## config.mk

```make
export PLATFORM = sky130hd
export DESIGN_NAME = tstc_top
export DESIGN_NICKNAME = d
export VERILOG_FILES = /design/src/tstc_edge_detect.v /design/src/tstc_top.v
export VERILOG_INCLUDE_DIRS = /design/src
export SDC_FILE = /design/constraint.sdc
export NUM_CORES = 2
export LEC_CHECK = 0
export CAP_MARGIN = 20
export CORE_ASPECT_RATIO = 1.2
export CORE_MARGIN = 2
export CORE_UTILIZATION = 35
export DETAILED_ROUTE_END_ITERATION = 8
export DONT_BUFFER_PORTS = 1
export HOLD_SLACK_MARGIN = 0.1
export PLACE_DENSITY_LB_ADDON = 0.25
export SLEW_MARGIN = 15
export SYNTH_ARGS = -nofsm -noshare
export SYNTH_HDL_FRONTEND = slang
export SYNTH_SLANG_ARGS = --single-unit
```

## constraint.sdc

```tcl
create_clock -name clk -period 4.39 [get_ports clk]
set_clock_uncertainty 0.15 [all_clocks]
set_input_delay 0.6585 -clock clk [delete_from_list [all_inputs] [get_ports clk]]
set_output_delay 0.6585 -clock clk [all_outputs]
set_load 0.005 [all_outputs]
```

## src/tstc_consts.vh

```
`ifndef TSTC_CONSTS_VH
`define TSTC_CONSTS_VH

// APB register byte offsets
`define TSTC_OFF_CMD       12'h000
`define TSTC_OFF_SRC       12'h004
`define TSTC_OFF_STATUS    12'h008
`define TSTC_OFF_SUMMARY   12'h00C
`define TSTC_OFF_ERR       12'h010
`define TSTC_OFF_OUTCTL    12'h014
`define TSTC_OFF_SRC_NAME  12'h018
`define TSTC_OFF_RESULTS   12'h400
`define TSTC_RESULTS_LAST  12'h58C

// Command register bits
`define TSTC_CMD_ARM       0
`define TSTC_CMD_FIRE_NOW  1
`define TSTC_CMD_COMMON    2
`define TSTC_CMD_GET       3
`define TSTC_CMD_SELFTEST  4
`define TSTC_CMD_RESET     5
`define TSTC_CMD_ABORT     6

// Trigger source codes
`define TSTC_SRC_TTL0      4'h0
`define TSTC_SRC_BUS       4'h8
`define TSTC_SRC_HOLD      4'h9
`define TSTC_SRC_AUTO      4'hA
`define TSTC_SRC_TERM      4'hB
`define TSTC_SRC_RESET     4'h9

// Error bits
`define TSTC_ERR_TEST_BUSY 0
`define TSTC_ERR_FIRE_SRC  1
`define TSTC_ERR_FIRE_IDLE 2
`define TSTC_ERR_SRC_BUSY  3
`define TSTC_ERR_SRC_BAD   4

// Self-test layout
`define TSTC_NUM_TESTS     7'd75
`define TSTC_NUM_WORDS     7'd100
`define TSTC_POST_LAST     7'd25
`define TSTC_TNUM_MSB      15
`define TSTC_TNUM_LSB      8
`define TSTC_ASI_MSB       7
`define TSTC_ASI_LSB       4
`define TSTC_INFO_MSB      3
`define TSTC_INFO_LSB      0

`endif

```

## src/tstc_edge_detect.v

```verilog
`timescale 1ns/1ps
module tstc_edge_detect (
	input  wire clk,
	input  wire rst_n,
	input  wire din,
	output reg  rise
);
	reg s1_reg;
	reg s2_reg;
	reg s3_reg;

	always @(posedge clk) begin
		if (!rst_n) begin
			s1_reg <= 1'b0;
			s2_reg <= 1'b0;
			s3_reg <= 1'b0;
			rise   <= 1'b0;
		end else begin
			s1_reg <= din;
			s2_reg <= s1_reg;
			s3_reg <= s2_reg;
			// One pulse per rising edge
			rise   <= s2_reg & ~s3_reg;
		end
	end
endmodule

```

## src/tstc_top.v

```verilog
`timescale 1ns/1ps
`include "tstc_consts.vh"
module tstc_top (
	input  wire        clk,
	input  wire        rst_n,
	input  wire [11:0] paddr,
	input  wire        psel,
	input  wire        penable,
	input  wire        pwrite,
	input  wire [31:0] pwdata,
	output reg  [31:0] prdata,
	output reg         pready,
	output reg         pslverr,
	input  wire [7:0]  backplane_trigger_lines,
	input  wire        terminal_trigger_in,
	input  wire [15:0] test_fail_in,
	input  wire [3:0]  test_info_in,
	input  wire [3:0]  address_space_info,
	output reg  [7:0]  backplane_trigger_output,
	output reg  [7:0]  backplane_trigger_oe,
	output reg         fire_pulse,
	output reg         outputs_enabled,
	output reg         outputs_zero,
	output reg         waiting_trigger,
	output reg         selftest_busy
);
	localparam ST_IDLE = 2'd0;
	localparam ST_WAIT = 2'd1;
	localparam ST_TEST = 2'd2;

	reg [1:0]  state_reg;
	reg [3:0]  src_reg;
	reg [15:0] summary_reg;
	reg [4:0]  err_reg;
	reg [6:0]  tnum_reg;
	reg [6:0]  tlast_reg;
	reg        post_done_reg;
	reg        full_run_reg;
	reg [15:0] results [0:99];
	reg [7:0]  line_rise;
	reg        fire_ev;
	reg        sel_rise;
	integer    i;

	wire       wr_en = psel & penable & pwrite;
	wire       rd_en = psel & penable & ~pwrite;
	wire       cmd_wr = wr_en && (paddr == `TSTC_OFF_CMD);
	wire       src_wr = wr_en && (paddr == `TSTC_OFF_SRC);
	wire       sw_src = (src_reg == `TSTC_SRC_BUS) || (src_reg == `TSTC_SRC_HOLD);
	wire [6:0] res_idx = paddr[8:2] + 7'd0;
	wire       res_hit = (paddr >= `TSTC_OFF_RESULTS) && (paddr <= `TSTC_RESULTS_LAST);

	// Result word layout, shared by summary and report
	function [15:0] pack_word;
		input [6:0] num;
		input [3:0] asi;
		input [3:0] info;
		begin
			pack_word = 16'h0000;
			pack_word[`TSTC_TNUM_MSB:`TSTC_TNUM_LSB] = {1'b0, num};
			pack_word[`TSTC_ASI_MSB:`TSTC_ASI_LSB] = asi;
			pack_word[`TSTC_INFO_MSB:`TSTC_INFO_LSB] = info;
		end
	endfunction

	// Token text packed as ASCII, low byte first
	function [31:0] src_token;
		input [3:0] s;
		begin
			if (s < `TSTC_SRC_BUS)
				src_token = {4'h3, 1'b0, s[2:0], 8'h4C, 8'h54, 8'h54};
			else if (s == `TSTC_SRC_BUS)
				src_token = 32'h0053_5542;
			else if (s == `TSTC_SRC_HOLD)
				src_token = 32'h444C_4F48;
			else if (s == `TSTC_SRC_AUTO)
				src_token = 32'h004D_4D49;
			else
				src_token = 32'h0054_5845;
		end
	endfunction

	genvar g;
	generate
		for (g = 0; g < 8; g = g + 1) begin : g_sync
			tstc_edge_detect u_ed (
				.clk  (clk),
				.rst_n(rst_n),
				.din  (backplane_trigger_lines[g]),
				.rise (line_rise[g])
			);
		end
	endgenerate

	wire term_rise;
	tstc_edge_detect u_term (
		.clk  (clk),
		.rst_n(rst_n),
		.din  (terminal_trigger_in),
		.rise (term_rise)
	);

	always @* begin
		sel_rise = 1'b0;
		if (src_reg < `TSTC_SRC_BUS)
			sel_rise = line_rise[src_reg[2:0]];
		else if (src_reg == `TSTC_SRC_TERM)
			sel_rise = term_rise;
		fire_ev = 1'b0;
		if (state_reg == ST_WAIT) begin
			if (src_reg == `TSTC_SRC_AUTO)
				fire_ev = 1'b1;
			else if (sw_src)
				fire_ev = cmd_wr && (pwdata[`TSTC_CMD_FIRE_NOW] ||
					pwdata[`TSTC_CMD_COMMON] || pwdata[`TSTC_CMD_GET]);
			else
				fire_ev = sel_rise;
		end
	end

	always @(posedge clk) begin
		if (!rst_n) begin
			state_reg       <= ST_TEST;
			src_reg         <= `TSTC_SRC_RESET;
			summary_reg     <= 16'h0000;
			err_reg         <= 5'd0;
			tnum_reg        <= 7'd1;
			tlast_reg       <= `TSTC_POST_LAST;
			post_done_reg   <= 1'b0;
			full_run_reg    <= 1'b0;
			fire_pulse      <= 1'b0;
			outputs_enabled <= 1'b0;
			outputs_zero    <= 1'b1;
			backplane_trigger_output <= 8'h00;
			backplane_trigger_oe     <= 8'h00;
		end else begin
			fire_pulse <= 1'b0;
			if (wr_en && paddr == `TSTC_OFF_ERR)
				err_reg <= err_reg & ~pwdata[4:0];
			if (wr_en && paddr == `TSTC_OFF_OUTCTL) begin
				backplane_trigger_output <= pwdata[7:0];
				backplane_trigger_oe     <= pwdata[15:8];
			end
			case (state_reg)
			ST_IDLE: begin
				if (cmd_wr && pwdata[`TSTC_CMD_FIRE_NOW])
					err_reg[`TSTC_ERR_FIRE_IDLE] <= 1'b1;
				if (cmd_wr && pwdata[`TSTC_CMD_RESET]) begin
					src_reg         <= `TSTC_SRC_RESET;
					outputs_enabled <= 1'b0;
					outputs_zero    <= 1'b1;
				end else if (cmd_wr && pwdata[`TSTC_CMD_SELFTEST]) begin
					state_reg    <= ST_TEST;
					tnum_reg     <= 7'd1;
					tlast_reg    <= `TSTC_NUM_TESTS;
					full_run_reg <= 1'b1;
					summary_reg  <= 16'h0000;
				end else if (cmd_wr && pwdata[`TSTC_CMD_ARM]) begin
					state_reg <= ST_WAIT;
				end else if (src_wr) begin
					if (pwdata[3:0] <= `TSTC_SRC_TERM)
						src_reg <= pwdata[3:0];
					else
						err_reg[`TSTC_ERR_SRC_BAD] <= 1'b1;
				end
			end
			ST_WAIT: begin
				if (src_wr)
					err_reg[`TSTC_ERR_SRC_BUSY] <= 1'b1;
				if (cmd_wr && pwdata[`TSTC_CMD_SELFTEST])
					err_reg[`TSTC_ERR_TEST_BUSY] <= 1'b1;
				if (cmd_wr && pwdata[`TSTC_CMD_FIRE_NOW] && !sw_src)
					err_reg[`TSTC_ERR_FIRE_SRC] <= 1'b1;
				if (cmd_wr && pwdata[`TSTC_CMD_ABORT]) begin
					state_reg <= ST_IDLE;
				end else if (fire_ev) begin
					fire_pulse      <= 1'b1;
					outputs_enabled <= 1'b1;
					outputs_zero    <= 1'b0;
					// Auto-fire stays armed, others need a new arm
					if (src_reg != `TSTC_SRC_AUTO)
						state_reg <= ST_IDLE;
				end
			end
			ST_TEST: begin
				// One test per clock; only bit 0 reports the current test
				if (cmd_wr && pwdata[`TSTC_CMD_FIRE_NOW])
					err_reg[`TSTC_ERR_FIRE_IDLE] <= 1'b1;
				if (tnum_reg == tlast_reg) begin
					state_reg       <= ST_IDLE;
					full_run_reg    <= 1'b0;
					post_done_reg   <= 1'b1;
					outputs_enabled <= 1'b0;
					outputs_zero    <= 1'b1;
				end
				tnum_reg <= tnum_reg + 7'd1;
				if (test_fail_in[0] && summary_reg == 16'h0000)
					summary_reg <= pack_word(tnum_reg, address_space_info,
						test_info_in);
			end
			default: state_reg <= ST_IDLE;
			endcase
		end
	end

	// Report array; test n lands in slot n-1
	always @(posedge clk) begin
		if (!rst_n) begin
			for (i = 0; i < 100; i = i + 1)
				results[i] <= 16'h0000;
		end else if (state_reg == ST_TEST) begin
			if (tnum_reg == 7'd1 && full_run_reg)
				for (i = 1; i < 100; i = i + 1)
					results[i] <= 16'h0000;
			results[tnum_reg - 7'd1] <= test_fail_in[0] ?
				pack_word(tnum_reg, address_space_info, test_info_in) : 16'h0000;
		end
	end

	always @(posedge clk) begin
		if (!rst_n) begin
			prdata          <= 32'h0000_0000;
			pready          <= 1'b0;
			pslverr         <= 1'b0;
			waiting_trigger <= 1'b0;
			selftest_busy   <= 1'b1;
		end else begin
			waiting_trigger <= (state_reg == ST_WAIT);
			selftest_busy   <= (state_reg == ST_TEST);
			pready  <= psel & ~penable;
			pslverr <= 1'b0;
			prdata  <= 32'h0000_0000;
			if (psel && !penable) begin
				if (paddr == `TSTC_OFF_CMD || paddr == `TSTC_OFF_SRC)
					prdata <= {28'h000_0000, src_reg};
				else if (paddr == `TSTC_OFF_STATUS)
					prdata <= {28'h000_0000, post_done_reg, state_reg == ST_TEST,
						state_reg == ST_WAIT, outputs_enabled};
				else if (paddr == `TSTC_OFF_SUMMARY)
					prdata <= {16'h0000, summary_reg};
				else if (paddr == `TSTC_OFF_ERR)
					prdata <= {27'h000_0000, err_reg};
				else if (paddr == `TSTC_OFF_OUTCTL)
					prdata <= {16'h0000, backplane_trigger_oe, backplane_trigger_output};
				else if (paddr == `TSTC_OFF_SRC_NAME)
					prdata <= src_token(src_reg);
				else if (res_hit)
					prdata <= {{16{results[res_idx][15]}}, results[res_idx]};
				else
					pslverr <= 1'b1;
			end
		end
	end
endmodule

```

After elaboration in Yosys (flattened, before gate mapping)
Memories as Yosys holds them, arrays and structs flattened.
Index checks and enable logic that the tools add are counted.
W data, S select, Z words.
- bits in writable memories: 1500
- output and inout port bits: 55
- bits of input ports: 82
- word-level logic and storage cells: 439
- register bits: 130
- memories kept: 1
- $lt $le $gt $ge: 5
- multiplexer cells: 178
- reductions and logical operators: 43
- eq/ne operators: 27
- add/sub/neg operators: 2
- bitwise operators: 127
- memory list (name ; depth ; bits a word ; rd ports ; clocked after Yosys merged registers in ; wr ports ; line ; RTL):
    results ; 100 ; 15 ; 1 ; 0 ; 100 ; tstc_top.v:39 ; reg [15:0] results [0:99];
- operators by type and width (cell ; count):
    $mux W15 ; 101
    $or A1 B1 Y1 ; 99
    $mux W16 ; 6
    $mux W31 ; 3
    $mux W32 ; 2
    $mux W1 ; 39
    $eq A12 B5 Y1 const B ; 3
    $pmux W16 S2 ; 1
    $mux W4 ; 7
    $eq A12 B4 Y1 const B ; 2
    $mux W21 ; 1
    $mux W7 ; 3
    $ne A2 B2 Y1 const B ; 9
    $eq A4 B4 Y1 const B ; 4
    $logic_not A16 Y1 ; 1
    $mux W2 ; 8
    $logic_and A1 B1 Y1 ; 15
    $reduce_and A5 Y1 ; 3
    $reduce_or A15 Y1 ; 1
    $not A1 Y1 ; 14
    $pmux W7 S2 ; 1
    $and A1 B1 Y1 ; 12
    $eq A12 B3 Y1 const B ; 1
    $ge A12 B11 Y1 const B ; 1
    other kinds (35) ; 45

Longest topological paths before layout
- depth after elaboration: 11
- depth in mapped cells: 12
- mapped depth without buffers: 8

Modules after synthesis
From an unflattened synthesis, not the netlist that was laid out.
- cells, all modules: 5480
- area, all modules: 82349.0 sq um
- by module, submodules not included (module ; cells each ; area each (sq um) ; times used ; sequential area each (sq um)):
    tstc_top ; 5408 ; 81346.8 ; 1 ; 56754.4
    tstc_edge_detect ; 8 ; 111.4 ; 9 ; 80.1

Worst setup path before layout
No wires, ideal clock.
- path type: register -> register
- from: register tnum_reg[0]
- to: memory results[36][0] (netlist bit), enable pin
- path buffers: 3
- arrival: 2.788 ns
- cell stages (with the launch flop): 12
- clock period less this slack: 3.305 ns
- setup time: 0.366 ns
- required time: 3.874 ns
- path slack: 1.085 ns
- path through: dfxtp_1 -> buf_2 -> inv_1 -> ha_1 -> clkbuf_1 -> and3b_1 -> o22ai_1 -> a21o_1 -> a211oi_1 -> nand2_1 -> clkbuf_1 -> nand2_1
- RTL lines (element ; line ; RTL):
    from (decl) ; tstc_top.v:35 ; reg [6:0] tnum_reg;
    from (signal assigned) ; tstc_top.v:196 ; tnum_reg <= tnum_reg + 7'd1;
    to (decl) ; tstc_top.v:39 ;

==> impl_metrics.py <==
metrics = {
    "global_routing": {
        "grt.busiest_layer": "met2",
        "met3_usage_pct": 3.841,
        "grt_util_all_layers_pct": 21.04,
        "global_route.usage.met1_pct": 26.66,
        "grt_pass1_wl_um": 353400,
        "first_global_vias": 47644,
        "grt-ovfl-total": 0,
        "antenna_found_initial": 13,
        "met2_usage_pct": 36.00,
        "grt_max_degree": 477,
    },
    "place": {
        "routabilityCongestion": 0.9248,
        "hpwl_um": 155600,
        "dp.cells": 8363,
        "port-buffer-count": 0,
    },
    "clock_network": {
        "cts_inserted_buffers": 192,
        "cts.clk_slew.worst_paths_ns": 0.06,
        "post_cts_resize_count": 0,
        "clock_path_buffers": 3,
        "htreeDepth": 4,
        "cts_root_buffer": "clkbuf_16",
        "insertion_delay_ns": 0.86,
        "tritoncts": "done",
        "cts_sinks": 1915,
    },
    "run_status": {
        "status": "complete, no violations",
    },
    "yosys": {
        "avgSynthCellArea_um2": 15.29,
        "synth_area_leaders": "edfxtp_1 (67%), mux4_2 (14%), nor2_1 (6.4%), dfxtp_1 (3.1%), nand2_1 (1.6%)",
        "syn_inst": 5261,
        "synth_commonest_cells": "edfxtp_1 (1,792), nor2_1 (1,377), mux4_2 (489), nand2_1 (351), clkbuf_1 (326)",
        "synthArstFlopShare_pct": 0,
        "syn_area_um2": 80430,
        "ys_ff_latch": 1915,
        "yosysTopAreaCell": "edfxtp_1",
        "yosys_warnings": 0,
        "seq_area_frac_synth_pct": 69.96,
        "ys.flop_type": "edfxtp_1",
        "synth_edf_count": 1792,
        "synth_most_common_cell": "edfxtp_1",
        "ys_types": 77,
        "synth_top_area_share_pct": 66.90,
    },
    "floorplanning": {
        "initial_utilization_pct": 35.24,
        "die_area_um2": 233700,
        "fp.coreArea_um2": 228200,
        "fp-row-count": 192,
        "io_pins": 137,
        "dieHeight_um": 529.1,
        "fp.dieW_um": 441.6,
    },
    "worst_setup_path": {
        "path_max_fanout": 15,
        "max_stage_delay_ns": 0.93,
        "ff2ff_path_depth": 6,
        "critPathTopFamily": "simple AND/OR/NAND/NOR gates",
        "end_kind": "register",
        "cp_cell_sequence": "nor4_1, nand2_1, xor2_1, nor3_1, nand2_1, nand2_1",
        "path_class": "register to register",
        "crit_buf_inv": 0,
        "slowest_stage": "nor3_1",
        "crit_top_cell": "nand2_1",
        "arrival_ns": 4.02,
        "worstPathRequired_ns": 4.72,
        "crit_cells": 6,
        "startpoint_type": "register",
    },
    "timing": {
        "rsz0062_at_grt": "no",
        "slew_headroom_pct": 14.54,
        "drv_slew": 0,
        "tightest_slew_ns": 1.282,
        "final_hold_viol_count": 0,
        "setup_tns_ns": 0,
        "period_share_pct": 84.15,
        "max_freq_mhz": 270.7,
        "finalSetupViolations": 0,
        "period_minus_slack_ns": 3.694,
    },
    "hold_path": {
        "holdPathStages": 2,
        "hold_class": "input pin to register",
    },
    "route": {
        "via_count": 47697,
        "wl_um": 248500,
        "detail-route-antenna-nets": 0,
        "via_per_inst": 5.441,
        "drt_iter0_markers": 4917,
        "drc_errors": 0,
        "routedWlPerCell_um": 28.35,
        "dr.pass1.iters": 6,
    },
    "finish": {
        "nFillCells": 20826,
        "drive_gt1_share_pct": 19.68,
        "final_cells": 8766,
        "final_nets": 5684,
        "syn_to_final_growth_pct": 15.07,
        "largest_reg_flops": 1792,
    },
    "job": {
        "max-cap-violations": 0,
    },
    "power_and_ir_drop": {
        "irDropWorstVdd_mv": 0.3122,
        "p_leak_nw": 31.61,
        "power_density_nw_per_um2": 427.7,
    },
}
==> logic make-up (layout without fill, tap and decap cells) <==
kind of cell | Yosys count | after routing | synth area share (%)
compound gates | 318 | 318 | 2.859
xor+xnor | 13 | 13 | 0.1416
fa+ha+maj | 3 | 3 | 0.04667
buf+inv | 491 | 759 | 2.654
flops | 1915 | 1915 | 69.96
mux | 540 | 540 | 14.34
other cells | 1 | 231 | 0.004662
simple gates | 1980 | 1980 | 9.992
==> where the power goes <==
group,leakage (nW),switching [W],total [W],internal (W)
Sequential,19.2,0.000193,0.0208,0.0206
Combinational,9.47,0.00181,0.00286,0.00105
Clock,2.95,0.00711,0.0160,0.00886
==> repair_timing <==
action                                  CTS  global route
buffers inserted                          0             0
endpoints found under the setup margin    0             0
hold buffers                             48             0
endpoints found under the hold margin   117             0
==> stage by stage <==
step / util, % / instance area (um2) / power (W) / worst slack [ns] / hold WS [ns]
floorplan: - / 81280 / 0.02287 / 1.085 / 0.2174
global route: 40.55 / 92550 / 0.04067 / 0.4734 / 0.1195
CTS: 40.55 / 92530 / 0.03983 / 0.7631 / 0.1021
global placement: 37.67 / 85970 / 0.02387 / 0.4461 / 0.2236
finish: 40.55 / 92550 / 0.03958 / 0.6957 / 0.1470
detailed placement: 37.68 / 86000 / 0.02392 / 0.5782 / 0.2247
==> layer usage <==
metal | vias up | wire (um)
met3 | 377 | 17950
met5 | - | 27
met1 | 25196 | 96570
met4 | 4 | 9376
li1 | 20140 | -
met2 | 1980 | 124600
==> cells in the final DEF (no fill, tap or decap), types with 9 or more instances in the layout <==
cell type      count
a211oi_1          11
nor2b_1           29
inv_1             29
clkinv_2          27
o21ai_0           29
o211ai_1          13
dfxtp_1          123
clkbuf_16        197
and2_1            37
a21oi_1           45
nand2_1          338
a21boi_0          35
clkbuf_1          48
a221oi_1          15
nand2b_1          16
nand3_1           49
buf_12            25
nand2_4           13
nor4_1            14
conb_1           228
mux2i_1           44
bufinv_16          9
buf_4            302
nor3_1            33
a31oi_1            9
dlygate4sd3_1     47
o22ai_1           24
a22oi_1           52
clkinv_1          46
nor2_1          1370
edfxtp_1        1792
mux4_2           489
or3_1             11
==> final timing paths <==
check,slack [ns],to,from
setup / recovery,0.70,results[72][9]$_SDFFCE_PN0P_,tnum_reg[2]$_SDFFE_PN0P_
hold reg to reg,0.23,g_sync[5].u_ed.rise$_SDFF_PN0_,g_sync[5].u_ed.s3_reg$_SDFF_PN0_
setup reg to reg,0.70,results[72][9]$_SDFFCE_PN0P_,tnum_reg[2]$_SDFFE_PN0P_
hold / removal,0.15,results[73][1]$_SDFFCE_PN0P_,test_fail_in[0]
==> layout make-up <==
cell class                      count  area, um2  share of cell area, %
Timing Repair Buffer              377       3301                  3.566
Sequential cell                  1915      56270                  60.80
Antenna cell                        3      7.507               0.008111
Tap cell                         3007       3762                  4.065
Inverter                           31      121.4                 0.1311
Clock buffer                      250       5170                  5.586
Multi-Input combinational cell   3082      23050                  24.90
Clock inverter                    101      868.3                 0.9382
Note: power is estimated with default switching activity, not from simulation.
